--- src/hdl/irq_enable_pkg.sv ---
// package: register map, field layout and bus types of the enable bank
`default_nettype none
package irq_enable_pkg;

  // ----------------------------------------------------------------
  // geometry
  // ----------------------------------------------------------------
  localparam int NUM_GROUPS = 6;
  localparam int GROUP_W = 16;
  localparam int PRIO_W = 3;
  localparam logic [2:0] PRIO_OFF = 3'h0;
  localparam logic [2:0] PRIO_TOP = 3'h7;

  // ----------------------------------------------------------------
  // register offsets (byte addresses, one aligned word each)
  // ----------------------------------------------------------------
  localparam logic [7:0] ENABLE_BASE = 8'h00;
  localparam logic [7:0] PENDING_BASE = 8'h20;
  localparam logic [7:0] BANK_SPAN = 8'h18;
  localparam logic [7:0] IRQ_STATUS = 8'h40;
  localparam logic [7:0] IRQ_MASK = 8'h44;

  // ----------------------------------------------------------------
  // reset values, implemented bits, bus answers
  // ----------------------------------------------------------------
  localparam logic [15:0] ENABLE_RESET = 16'h0000;
  localparam logic [5:0] STATUS_RESET = 6'h00;
  localparam logic [5:0] MASK_RESET = 6'h00;
  localparam logic [NUM_GROUPS-1:0][15:0] IMPL_MASK = {
    16'h0790, 16'h33ce, 16'he10e, 16'h6066, 16'h7ff3, 16'hffdf};
  localparam logic [1:0] RESP_OKAY = 2'h0;
  localparam logic [1:0] RESP_SLVERR = 2'h2;

  // ----------------------------------------------------------------
  // field positions of the gated sources
  // ----------------------------------------------------------------
  localparam int EXT_PIN1_IRQ_EN = 4;
  localparam int CHANGE_NOTIFY_IRQ_EN = 3;
  localparam int COMPARATOR_IRQ_EN = 2;
  localparam int I2C_CH1_MASTER_IRQ_EN = 1;
  localparam int I2C_CH1_SLAVE_IRQ_EN = 0;
  localparam int DMA_CH4_IRQ_EN = 14;
  localparam int PARALLEL_PORT_IRQ_EN = 13;
  localparam int COMPARE_CH8_IRQ_EN = 12;
  localparam int CAPTURE_CH3_IRQ_EN = 5;
  localparam int DMA_CH3_IRQ_EN = 4;
  localparam int SPI_CH2_EVENT_IRQ_EN = 1;
  localparam int SPI_CH2_FAULT_IRQ_EN = 0;
  localparam int CALENDAR_IRQ_EN = 14;
  localparam int DMA_CH5_IRQ_EN = 13;
  localparam int EXT_PIN4_IRQ_EN = 6;
  localparam int EXT_PIN3_IRQ_EN = 5;
  localparam int I2C_CH2_MASTER_IRQ_EN = 2;
  localparam int I2C_CH2_SLAVE_IRQ_EN = 1;
  localparam int DAC_B_IRQ_EN = 15;
  localparam int DAC_A_IRQ_EN = 14;
  localparam int CHARGE_TIME_IRQ_EN = 13;
  localparam int VOLTAGE_DETECT_IRQ_EN = 8;
  localparam int CRC_GEN_IRQ_EN = 3;
  localparam int UART_CH2_ERROR_IRQ_EN = 2;
  localparam int UART_CH1_ERROR_IRQ_EN = 1;
  localparam int CAPTURE_CH9_IRQ_EN = 13;
  localparam int COMPARE_CH9_IRQ_EN = 12;
  localparam int UART_CH4_TX_IRQ_EN = 9;
  localparam int UART_CH4_RX_IRQ_EN = 8;
  localparam int UART_CH4_ERROR_IRQ_EN = 7;
  localparam int USB_CTRL_IRQ_EN = 6;
  localparam int UART_CH3_TX_IRQ_EN = 3;
  localparam int UART_CH3_RX_IRQ_EN = 2;
  localparam int UART_CH3_ERROR_IRQ_EN = 1;
  localparam int OSC_SELFTUNE_IRQ_EN = 10;
  localparam int SIGMA_DELTA_IRQ_EN = 9;
  localparam int OPAMP_B_IRQ_EN = 8;
  localparam int OPAMP_A_IRQ_EN = 7;
  localparam int LCD_CTRL_IRQ_EN = 4;

  // one accepted register write, handed from the bus port to the bank
  typedef struct packed {
    logic en;
    logic [7:0] addr;
    logic [31:0] data;
    logic [3:0] strb;
  } bus_wr_t;

  // word address falls inside a six-register bank starting at base
  function automatic logic in_bank(input logic [7:0] a,
                                   input logic [7:0] base);
    logic [7:0] w;
    w = {a[7:2], 2'b00};
    return (w >= base) && (w < base + BANK_SPAN);
  endfunction

  // register index inside a bank
  function automatic logic [2:0] bank_index(input logic [7:0] a,
                                            input logic [7:0] base);
    logic [7:0] d;
    d = {a[7:2], 2'b00} - base;
    return d[4:2];
  endfunction

  // any register at all answers at this address
  function automatic logic reg_mapped(input logic [7:0] a);
    logic [7:0] w;
    w = {a[7:2], 2'b00};
    return in_bank(a, ENABLE_BASE) || in_bank(a, PENDING_BASE) ||
      (w == IRQ_STATUS) || (w == IRQ_MASK);
  endfunction

endpackage
`default_nettype wire

--- src/hdl/axil_reg_port.sv ---
// module: axi4-lite slave front end feeding the enable bank registers
`default_nettype none
module axil_reg_port (
  input wire logic sys_clk, // system clock
  input wire logic rstn, // asynchronous reset, active low
  input wire logic awvalid, // write address valid
  output logic awready, // write address ready
  input wire logic [7:0] awaddr, // write byte address
  input wire logic wvalid, // write data valid
  output logic wready, // write data ready
  input wire logic [31:0] wdata, // write data
  input wire logic [3:0] wstrb, // write byte strobes
  output logic bvalid, // write response valid
  input wire logic bready, // write response ready
  output logic [1:0] bresp, // write response code
  input wire logic arvalid, // read address valid
  output logic arready, // read address ready
  input wire logic [7:0] araddr, // read byte address
  output logic rvalid, // read data valid
  input wire logic rready, // read data ready
  output logic [31:0] rdata, // read data
  output logic [1:0] rresp, // read response code
  output var irq_enable_pkg::bus_wr_t wr, // one-cycle register write
  output logic [7:0] rd_addr, // address for the read mux
  input wire logic [31:0] rd_data // word selected by the read mux
);

  typedef enum logic [1:0] {WR_COLLECT = 2'b01, WR_RESP = 2'b10} wr_state_t;
  typedef enum logic [1:0] {RD_IDLE = 2'b01, RD_RESP = 2'b10} rd_state_t;

  wr_state_t wr_state;
  rd_state_t rd_state;
  logic aw_got;
  logic w_got;
  logic [7:0] aw_addr;
  logic [31:0] w_data;
  logic [3:0] w_strb;

  // the mux looks at the live address; it is only sampled at the handshake
  assign rd_addr = araddr;

  // --------------------------------------------------------------
  // write channel
  // --------------------------------------------------------------
  // address and data are caught in either order, then one write pulse
  always_ff @(posedge sys_clk or negedge rstn)
  begin
    if (!rstn)
    begin
      wr_state <= WR_COLLECT;
      awready <= 1'b0;
      wready <= 1'b0;
      aw_got <= 1'b0;
      w_got <= 1'b0;
      aw_addr <= 8'h00;
      w_data <= 32'h0000_0000;
      w_strb <= 4'h0;
      bvalid <= 1'b0;
      bresp <= irq_enable_pkg::RESP_OKAY;
      wr <= '0;
    end
    else
    begin
      wr.en <= 1'b0;
      unique case (wr_state)
        WR_COLLECT:
        begin
          if (awvalid && awready)
          begin
            aw_addr <= awaddr;
            aw_got <= 1'b1;
            awready <= 1'b0;
          end
          else if (!aw_got)
            awready <= 1'b1;
          if (wvalid && wready)
          begin
            w_data <= wdata;
            w_strb <= wstrb;
            w_got <= 1'b1;
            wready <= 1'b0;
          end
          else if (!w_got)
            wready <= 1'b1;
          if (aw_got && w_got)
          begin
            wr <= '{en: 1'b1, addr: aw_addr, data: w_data, strb: w_strb};
            bresp <= irq_enable_pkg::reg_mapped(aw_addr) ?
              irq_enable_pkg::RESP_OKAY : irq_enable_pkg::RESP_SLVERR;
            bvalid <= 1'b1;
            aw_got <= 1'b0;
            w_got <= 1'b0;
            wr_state <= WR_RESP;
          end
        end
        WR_RESP:
        begin
          if (bready)
          begin
            bvalid <= 1'b0;
            wr_state <= WR_COLLECT;
          end
        end
      endcase
    end
  end

  // --------------------------------------------------------------
  // read channel
  // --------------------------------------------------------------
  // data is captured at the address handshake, so it never changes
  // while rvalid waits for rready
  always_ff @(posedge sys_clk or negedge rstn)
  begin
    if (!rstn)
    begin
      rd_state <= RD_IDLE;
      arready <= 1'b0;
      rvalid <= 1'b0;
      rdata <= 32'h0000_0000;
      rresp <= irq_enable_pkg::RESP_OKAY;
    end
    else
    begin
      unique case (rd_state)
        RD_IDLE:
        begin
          if (arvalid && arready)
          begin
            rdata <= rd_data;
            rresp <= irq_enable_pkg::reg_mapped(araddr) ?
              irq_enable_pkg::RESP_OKAY : irq_enable_pkg::RESP_SLVERR;
            rvalid <= 1'b1;
            arready <= 1'b0;
            rd_state <= RD_RESP;
          end
          else
            arready <= 1'b1;
        end
        RD_RESP:
        begin
          if (rready)
          begin
            rvalid <= 1'b0;
            rd_state <= RD_IDLE;
          end
        end
      endcase
    end
  end

endmodule
`default_nettype wire

--- src/hdl/interrupt_enable_bank.sv ---
// module: interrupt enable bank with gating, priority qualify and irq
//
// The register addresses and the AXI4-Lite register port are this design's own decisions.
`default_nettype none

// Behaviour
// - enable 1 passes a source request; enable 0 blocks it.
// - unimplemented enable bits read zero and ignore writes.
// - reset clears every enable bit, blocking all sources.
// - group 1 low bits gate ext pin 1, change notify, comparators, i2c 1.
// - group 2 gates dma 4, parallel port, compare, capture, dma 3, spi 2.
// - group 3 gates calendar, dma 5, ext pins 4 and 3, i2c 2.
// - group 4 gates both dacs, charge time, voltage detect, crc, uarts.
// - group 5 gates capture 9, compare 9, uart 4, usb, uart 3.
// - group 6 gates self-tune, sigma-delta, both op amps, lcd.
// - each source flag is qualified by its enable bit.
// - priority 111 highest, 001 lowest, 000 disables the source.
module interrupt_enable_bank (
  input wire logic sys_clk, // system clock, 100 MHz
  input wire logic rstn, // asynchronous reset, active low
  input wire logic awvalid, // write address valid
  output logic awready, // write address ready
  input wire logic [7:0] awaddr, // write byte address
  input wire logic wvalid, // write data valid
  output logic wready, // write data ready
  input wire logic [31:0] wdata, // write data
  input wire logic [3:0] wstrb, // write byte strobes
  output logic bvalid, // write response valid
  input wire logic bready, // write response ready
  output logic [1:0] bresp, // write response code
  input wire logic arvalid, // read address valid
  output logic arready, // read address ready
  input wire logic [7:0] araddr, // read byte address
  output logic rvalid, // read data valid
  input wire logic rready, // read data ready
  output logic [31:0] rdata, // read data
  output logic [1:0] rresp, // read response code
  input wire logic [5:0][15:0] src_flag, // per-source flag status
  input wire logic [5:0][15:0][2:0] src_prio, // per-source priority
  output logic [5:0][15:0] irq_req, // qualified requests to arbitration
  output logic [2:0] best_prio, // highest priority among requests
  output logic irq // level interrupt, unmasked group event
);

  // ----------------------------------------------------------------
  // storage
  // ----------------------------------------------------------------
  logic [5:0][15:0] enable;
  logic [5:0][15:0] next_req;
  logic [2:0] next_best;
  logic [5:0] status;
  logic [5:0] mask;
  logic [5:0] next_status;
  logic [5:0] next_mask;
  logic [5:0] grp_event;
  logic [5:0] status_clr;
  logic status_hit;
  logic mask_hit;
  irq_enable_pkg::bus_wr_t wr;
  logic [7:0] rd_addr;
  logic [31:0] rd_data;

  // byte strobes to a 16-bit lane mask; registers sit in the low half
  function automatic logic [15:0] lane_mask(input logic [3:0] strb);
    return {{8{strb[1]}}, {8{strb[0]}}};
  endfunction

  // ----------------------------------------------------------------
  // bus front end
  // ----------------------------------------------------------------
  axil_reg_port u_port (
    .sys_clk(sys_clk),
    .rstn(rstn),
    .awvalid(awvalid),
    .awready(awready),
    .awaddr(awaddr),
    .wvalid(wvalid),
    .wready(wready),
    .wdata(wdata),
    .wstrb(wstrb),
    .bvalid(bvalid),
    .bready(bready),
    .bresp(bresp),
    .arvalid(arvalid),
    .arready(arready),
    .araddr(araddr),
    .rvalid(rvalid),
    .rready(rready),
    .rdata(rdata),
    .rresp(rresp),
    .wr(wr),
    .rd_addr(rd_addr),
    .rd_data(rd_data)
  );

  // ----------------------------------------------------------------
  // enable registers
  // ----------------------------------------------------------------
  // one register per group; the implemented mask keeps reserved bits
  // at zero forever, so neither reads nor the gate ever see them
  for (genvar g = 0; g < irq_enable_pkg::NUM_GROUPS; g++)
  begin : g_enable
    logic [15:0] wmask;
    logic sel;
    assign wmask = lane_mask(wr.strb) & irq_enable_pkg::IMPL_MASK[g];
    assign sel = wr.en &&
      irq_enable_pkg::in_bank(wr.addr, irq_enable_pkg::ENABLE_BASE) &&
      (irq_enable_pkg::bank_index(wr.addr, irq_enable_pkg::ENABLE_BASE)
       == 3'(g));
    // software write merges only the selected, implemented lanes
    always_ff @(posedge sys_clk or negedge rstn)
    begin
      if (!rstn)
        enable[g] <= irq_enable_pkg::ENABLE_RESET;
      else if (sel)
        enable[g] <= (enable[g] & ~wmask) | (wr.data[15:0] & wmask);
    end
  end

  // ----------------------------------------------------------------
  // request gate
  // ----------------------------------------------------------------
  // a source reaches arbitration only with flag, enable and a live
  // priority together; the bit positions of every group come from the
  // enable layout, so the same gate serves all six registers
  always_comb
  begin
    next_req = '0;
    for (int g = 0; g < irq_enable_pkg::NUM_GROUPS; g++)
    begin
      for (int b = 0; b < irq_enable_pkg::GROUP_W; b++)
      begin
        next_req[g][b] = src_flag[g][b] & enable[g][b] &
          (src_prio[g][b] != irq_enable_pkg::PRIO_OFF);
      end
    end
  end

  // highest live priority, registered with the requests so arbitration sees both in the same cycle
  always_comb
  begin
    next_best = irq_enable_pkg::PRIO_OFF;
    for (int g = 0; g < irq_enable_pkg::NUM_GROUPS; g++)
    begin
      for (int b = 0; b < irq_enable_pkg::GROUP_W; b++)
      begin
        if (next_req[g][b] && (src_prio[g][b] > next_best))
          next_best = src_prio[g][b];
      end
    end
  end

  // requests are re-evaluated every cycle and registered, one cycle late
  always_ff @(posedge sys_clk or negedge rstn)
  begin
    if (!rstn)
    begin
      irq_req <= '0;
      best_prio <= irq_enable_pkg::PRIO_OFF;
    end
    else
    begin
      irq_req <= next_req;
      best_prio <= next_best;
    end
  end

  // ----------------------------------------------------------------
  // group events, sticky status, mask and interrupt line
  // ----------------------------------------------------------------
  // an event is a group going from no request to at least one
  for (genvar g = 0; g < irq_enable_pkg::NUM_GROUPS; g++)
  begin : g_event
    assign grp_event[g] = (|next_req[g]) & ~(|irq_req[g]);
  end

  assign status_hit = wr.en && wr.strb[0] &&
    ({wr.addr[7:2], 2'b00} == irq_enable_pkg::IRQ_STATUS);
  assign mask_hit = wr.en && wr.strb[0] &&
    ({wr.addr[7:2], 2'b00} == irq_enable_pkg::IRQ_MASK);
  assign status_clr = status_hit ? wr.data[5:0] : 6'h00;

  // write one to clear; an event in the same cycle wins over the clear
  always_comb
  begin
    next_status = (status & ~status_clr) | grp_event;
    next_mask = mask_hit ? wr.data[5:0] : mask;
  end

  // irq follows the next values so it rises with the status bit itself
  always_ff @(posedge sys_clk or negedge rstn)
  begin
    if (!rstn)
    begin
      status <= irq_enable_pkg::STATUS_RESET;
      mask <= irq_enable_pkg::MASK_RESET;
      irq <= 1'b0;
    end
    else
    begin
      status <= next_status;
      mask <= next_mask;
      irq <= |(next_status & next_mask);
    end
  end

  // ----------------------------------------------------------------
  // read mux
  // ----------------------------------------------------------------
  // the pending view shows flags already qualified by enable, without
  // the priority, so software can see a source parked at priority zero
  always_comb
  begin
    logic [2:0] idx;
    idx = 3'h0;
    rd_data = 32'h0000_0000;
    if (irq_enable_pkg::in_bank(rd_addr, irq_enable_pkg::ENABLE_BASE))
    begin
      idx = irq_enable_pkg::bank_index(rd_addr, irq_enable_pkg::ENABLE_BASE);
      rd_data = {16'h0000, enable[idx]};
    end
    else if (irq_enable_pkg::in_bank(rd_addr, irq_enable_pkg::PENDING_BASE))
    begin
      idx = irq_enable_pkg::bank_index(rd_addr, irq_enable_pkg::PENDING_BASE);
      rd_data = {16'h0000, src_flag[idx] & enable[idx]};
    end
    else if ({rd_addr[7:2], 2'b00} == irq_enable_pkg::IRQ_STATUS)
      rd_data = {26'h000_0000, status};
    else if ({rd_addr[7:2], 2'b00} == irq_enable_pkg::IRQ_MASK)
      rd_data = {26'h000_0000, mask};
  end

  // ----------------------------------------------------------------
  // assertions
  // ----------------------------------------------------------------
  // one source, one cycle: request equals the registered cause
  property p_gate(int g, int b);
    @(posedge sys_clk) disable iff (!rstn)
    1'b1 |=> (irq_req[g][b] == ($past(src_flag[g][b]) &&
      $past(enable[g][b]) &&
      ($past(src_prio[g][b]) != irq_enable_pkg::PRIO_OFF)));
  endproperty

  a_blocked_source: assert property (
    @(posedge sys_clk) disable iff (!rstn)
    ##1 ((irq_req & ~$past(enable)) == '0))
    else $error("request passed a cleared enable bit");

  a_reserved_zero: assert property (
    @(posedge sys_clk) disable iff (!rstn)
    (enable & ~irq_enable_pkg::IMPL_MASK) == '0)
    else $error("unimplemented enable bit is set");

  a_reset_clear: assert property (
    @(posedge sys_clk)
    !rstn |-> (enable == '0) && (irq_req == '0) && !irq)
    else $error("state not cleared under reset");

  a_grp1_bits: assert property (
    p_gate(0, irq_enable_pkg::EXT_PIN1_IRQ_EN))
    else $error("ext pin 1 gate wrong");

  a_grp2_bits: assert property (
    p_gate(1, irq_enable_pkg::DMA_CH4_IRQ_EN))
    else $error("dma 4 gate wrong");

  a_grp3_bits: assert property (
    p_gate(2, irq_enable_pkg::EXT_PIN3_IRQ_EN))
    else $error("ext pin 3 gate wrong");

  a_grp4_bits: assert property (
    p_gate(3, irq_enable_pkg::DAC_B_IRQ_EN))
    else $error("dac b gate wrong");

  a_grp5_bits: assert property (
    p_gate(4, irq_enable_pkg::USB_CTRL_IRQ_EN))
    else $error("usb gate wrong");

  a_grp6_bits: assert property (
    p_gate(5, irq_enable_pkg::LCD_CTRL_IRQ_EN))
    else $error("lcd gate wrong");

  a_flag_qualify: assert property (
    @(posedge sys_clk) disable iff (!rstn)
    ##1 ((irq_req & ~$past(src_flag)) == '0))
    else $error("request without its flag");

  a_prio_zero: assert property (
    @(posedge sys_clk) disable iff (!rstn)
    (src_prio[0][irq_enable_pkg::COMPARATOR_IRQ_EN] ==
      irq_enable_pkg::PRIO_OFF) |=>
    !irq_req[0][irq_enable_pkg::COMPARATOR_IRQ_EN])
    else $error("priority zero source still requests");

  a_best_level: assert property (
    @(posedge sys_clk) disable iff (!rstn)
    (irq_req == '0) == (best_prio == irq_enable_pkg::PRIO_OFF))
    else $error("best priority disagrees with requests");

  a_enable_write: assert property (
    @(posedge sys_clk) disable iff (!rstn)
    (wr.en && (wr.addr == irq_enable_pkg::ENABLE_BASE) &&
      (wr.strb == 4'hf)) |=>
    (enable[0] == ($past(wr.data[15:0]) & irq_enable_pkg::IMPL_MASK[0])))
    else $error("enable write not stored");

  a_irq_level: assert property (
    @(posedge sys_clk) disable iff (!rstn)
    irq == |(status & mask))
    else $error("irq disagrees with status and mask");

  c_enable_write: cover property (
    @(posedge sys_clk) disable iff (!rstn)
    wr.en && irq_enable_pkg::in_bank(wr.addr, irq_enable_pkg::ENABLE_BASE));

  c_irq_rise: cover property (
    @(posedge sys_clk) disable iff (!rstn)
    $rose(irq));

  c_top_prio: cover property (
    @(posedge sys_clk) disable iff (!rstn)
    best_prio == irq_enable_pkg::PRIO_TOP);

endmodule
`default_nettype wire

--- config.mk ---
export PLATFORM = sky130hd
export DESIGN_NAME = interrupt_enable_bank
export DESIGN_NICKNAME = d
export VERILOG_FILES = /design/src/hdl/irq_enable_pkg.sv /design/src/hdl/axil_reg_port.sv /design/src/hdl/interrupt_enable_bank.sv
export SDC_FILE = /design/constraint.sdc
export NUM_CORES = 1
export LEC_CHECK = 0
export BUFFER_PORTS_ARGS = -buffer_cell sky130_fd_sc_hd__buf_2
export CAP_MARGIN = 10
export CORE_AREA = 2 2 228 230
export CTS_CLUSTER_DIAMETER = 80
export DETAILED_ROUTE_END_ITERATION = 10
export DIE_AREA = 0 0 230 232
export SLEW_MARGIN = 20
export SYNTH_ARGS = -nofsm -noshare
export SYNTH_HDL_FRONTEND = slang
export SYNTH_SLANG_ARGS = --single-unit
--- constraint.sdc ---
create_clock -name sys_clk -period 171 [get_ports sys_clk]
set_input_delay 25.65 -clock sys_clk [delete_from_list [all_inputs] [get_ports sys_clk]]
set_output_delay 25.65 -clock sys_clk [all_outputs]
set_load 0.1 [all_outputs]
==> results.tsv <==
stage	metric	value	unit
outcome	outcome	finished clean	
pwr	share_comb_of_total_power	0.282	
yosys	synth-adder-area-share	0.0551	
sta	holdWs	475	ps
clock_tree	clkTransAtPathRegs	60	ps
placement	port_buffers	345	
pwr	p_seq_frac	0.361	
cells_and_area	nNetsFinal	2722	
cells_and_area	area_growth	19.9	%
sta	timing.slew.headroom	0.289	
global_routing	grt-ovfl-total	0	
sta	clock_skew	11.9	ps
route	wire_per_inst	22.8	µm
placement	place_area	0.0187	mm²
pwr	p_leak	9.66	nW
die	chipHeight	232	µm
critical_path	startpoint_type	input port	
yosys	synth_compound_area_frac	0.255	
global_routing	grt_pass1_wl	98.2	mm
critical_path	crit_fanout	6	
min_path	min_path_type	reg -> reg	
placement	routabilityCongestion	0.930	
route	drc	0	
sta	finalHoldViolCount	0	
pwr	p_sw	0.0000623	W
clock_tree	cts_tree	built	
yosys	netlist_instances	1865	
clock_tree	cts-root-buf	clkbuf_16	
pwr	p_clk_frac	0.357	
die	die_area	0.0534	mm²
clock_tree	cts_buffers	27	
die	dieWidth	230	µm
critical_path	cp-end-kind	flip-flop	
die	start_util	0.321	
yosys	synth-seq-area-share	0.309	
clock_tree	clock_path_buffers	3	
yosys	ys_warn_count	0	
route	first_iter_violations	1230	
pwr	p_int	0.000103	W
sta	timing.final.crit_share	0.555	
pwr	switching_share	0.377	
critical_path	crit_path_max_incr_delay	550	ps
cells_and_area	final_cells	2932	
critical_path	cp_common_cell	nor2_1	
placement	dp_hpwl	55.3	mm
sta	fmax	0.0105	GHz
route	vias	16700	
cells_and_area	multi_input_area	0.0105	mm²
critical_path	worstSetupPathType	in -> reg	
yosys	synth-edff-count	0	
global_routing	antenna_found_initial	22	
sta	period_needed	94990	ps
clock_tree	clock-sinks	202	
yosys	synth_flop_cell	dfrtp_1	
clock_tree	postCtsHoldBufs	0	
yosys	yosys-mux-area-fraction	0.111	
die	coreArea	0.0509	mm²
die	num_rows	83	
yosys	synth-simple-area-share	0.207	
flow_run	drv_cap	0	
critical_path	cp_data_arrival_time	95440	ps
global_routing	grt_pass1_vias	15900	
sta	finalSetupTns	0	ps
yosys	synth_cell_types	113	
cells_and_area	num-fill-cells	5212	
route	dr.pass1.iters	6	
sta	setup_viol_count_final	0	
critical_path	cp_slowest_cell	a311oi_1	
sta	worstMarginPinSlew	1060	ps
cells_and_area	postLayoutCellArea	0.0196	mm²
placement	dp_cells	2870	
clock_tree	postCtsSetupRepairBufs	0	
route	ant_nets	0	
global_routing	grtUsageTotal	0.241	
yosys	synthXorXnorAreaFrac	0	
clock_tree	htree_num_levels	1	
route	routed_wl	66.9	mm
clock_tree	clk-insertion-delay-late	570	ps
clock_tree	cts-resized-gates	0	
cells_and_area	register_area	0.00506	mm²
yosys	synth_top_family_by_area	compound AO/OA/AOI/OAI gates	
pwr	vdd_drop_max	8.67	µV
sta	maxSlewViolCount	0	
yosys	ys_seq_elements	202	
yosys	syn_area	0.0164	mm²
sta	rsz0062_at_grt	no	
route	avgViaCountPerCell	5.69	
die	num_io_pins	584	
yosys	avgSynthCellArea	8.77	µm²
global_routing	grt_max_degree	83	
pwr	power_density	8.43	mW/mm²
yosys	async_flop_share	1.00	
cells_and_area	drive_above_1_share	0.272	
critical_path	required	171450	ps
==> cell families after synthesis <==
| family | count (synthesis) |
|---|---|
| AND/OR/NAND/NOR | 686 |
| AO/OA/AOI/OAI | 543 |
| buffers and inverters | 204 |
| flip-flops | 202 |
| multiplexers | 154 |
| adder cells (fa/ha/maj) | 75 |
| other | 1 |
==> final timing paths <==
check	to	startpoint	cells after the start	slack, ps
worst max-delay path	best_prio[0]	src_flag[0]	365	76010
worst min-delay path	u_port.rresp[1]	u_port.rresp[1]	2	480
worst max register to register	best_prio[0]	flip-flop	364	100700
worst min register to register	u_port.rresp[1]	u_port.rresp[1]	2	480
max in group asynchronous	u_port.wr[39]	rstn	3	143760
min in group asynchronous	u_port.aw_addr[7]	rstn	1	25130
==> synth_stat cells, drive strengths merged (8+ instances only) <==
| library cell | count | area [µm²] |
|---|---|---|
| nor4 | 21 | 131 |
| buf | 67 | 489 |
| o2111ai | 15 | 144 |
| a21o | 11 | 83.8 |
| o21ai | 103 | 527 |
| nand3 | 79 | 405 |
| mux2 | 122 | 1380 |
| a22oi | 13 | 103 |
| nand4 | 15 | 93.8 |
| o311a | 38 | 392 |
| or2 | 16 | 100 |
| o211ai | 32 | 288 |
| a21boi | 13 | 97.6 |
| o311ai | 10 | 87.6 |
| maj3 | 15 | 150 |
| a21oi | 77 | 415 |
| or3 | 18 | 113 |
| a221oi | 13 | 126 |
| ha | 60 | 751 |
| inv | 118 | 443 |
| nor2b | 12 | 75.1 |
| a31o | 8 | 70.1 |
| nor2 | 176 | 663 |
| o22ai | 11 | 81.3 |
| mux4 | 10 | 225 |
| or4 | 11 | 86.3 |
| a211oi | 15 | 155 |
| and2 | 30 | 191 |
| dfrtp | 200 | 5000 |
| nand2b | 15 | 96.3 |
| o31ai | 21 | 168 |
| a31oi | 31 | 213 |
| nor3 | 57 | 295 |
| clkbuf | 19 | 71.3 |
| o21a | 29 | 218 |
| and3 | 45 | 292 |
| o211a | 13 | 138 |
| o221ai | 11 | 103 |
| nand2 | 162 | 608 |
| mux2i | 22 | 220 |
==> placed cells by master (no fill, tap or decap), types with 21 or more instances in the layout <==
cell type / netlist / layout
o21ai_0: 93 / 93
nand3_1: 77 / 77
ha_1: 60 / 60
nor4_1: 21 / 21
nor2_1: 175 / 174
nor3_1: 55 / 55
o311a_1: 37 / 37
a21oi_1: 69 / 69
mux2i_1: 22 / 22
inv_1: 118 / 118
o211ai_1: 26 / 26
and3_1: 43 / 43
conb_1: 1 / 59
mux2_2: 121 / 121
clkbuf_16: 0 / 27
o21a_1: 29 / 29
buf_2: 1 / 344
dfrtp_1: 200 / 200
a31oi_1: 28 / 28
and2_1: 28 / 28
nand2_1: 162 / 162
==> metal layers <==
layer | global-route usage | part of all wire
met5 | 0 | 0.00070
met4 | 0.0748 | 0.031
met3 | 0.0522 | 0.082
met2 | 0.385 | 0.45
met1 | 0.326 | 0.44
==> power by group through the flow <==
| stage | sequential, W | clock, W | combinational [W] |
|---|---|---|---|
| 3_5_place_dp | 0.0000605 | 0 | 0.0000464 |
| 6_report | 0.0000597 | 0.0000590 | 0.0000465 |
| 5_1_grt | 0.0000605 | 0.0000619 | 0.0000500 |
| 3_3_place_gp | 0.0000602 | 0 | 0.0000457 |
| 4_1_cts | 0.0000596 | 0.0000599 | 0.0000465 |
| 2_1_floorplan | 0.0000682 | 0 | 0.0000238 |
==> through the flow <==
step | util | total power (W) | setup slack (ps)
floorplan | - | 0.0000920 | 84430
global placement | 0.367 | 0.000106 | 77350
detailed placement | 0.367 | 0.000107 | 76070
CTS | 0.385 | 0.000166 | 76350
global route | 0.385 | 0.000172 | 69190
finish | 0.385 | 0.000165 | 76010
==> final cells by class <==
type / instances / area share
tap: 680 / 0.0434
clock buffer: 37 / 0.0384
multi-input combinational: 1517 / 0.536
inverter: 118 / 0.0226
timing repair buffer: 353 / 0.0916
sequential: 202 / 0.258
clock inverter: 12 / 0.00849
antenna: 13 / 0.00166
==> worst max-delay path, delay by kind of cell <==
family	cells	cell delay, ps
AOI/OAI and AO/OA	142	28440
adders and majority gates	68	19320
and+or+nand+nor	128	17080
buffers and inverters	15	1340
muxes	12	3570
(Power assumes the default switching activity.)
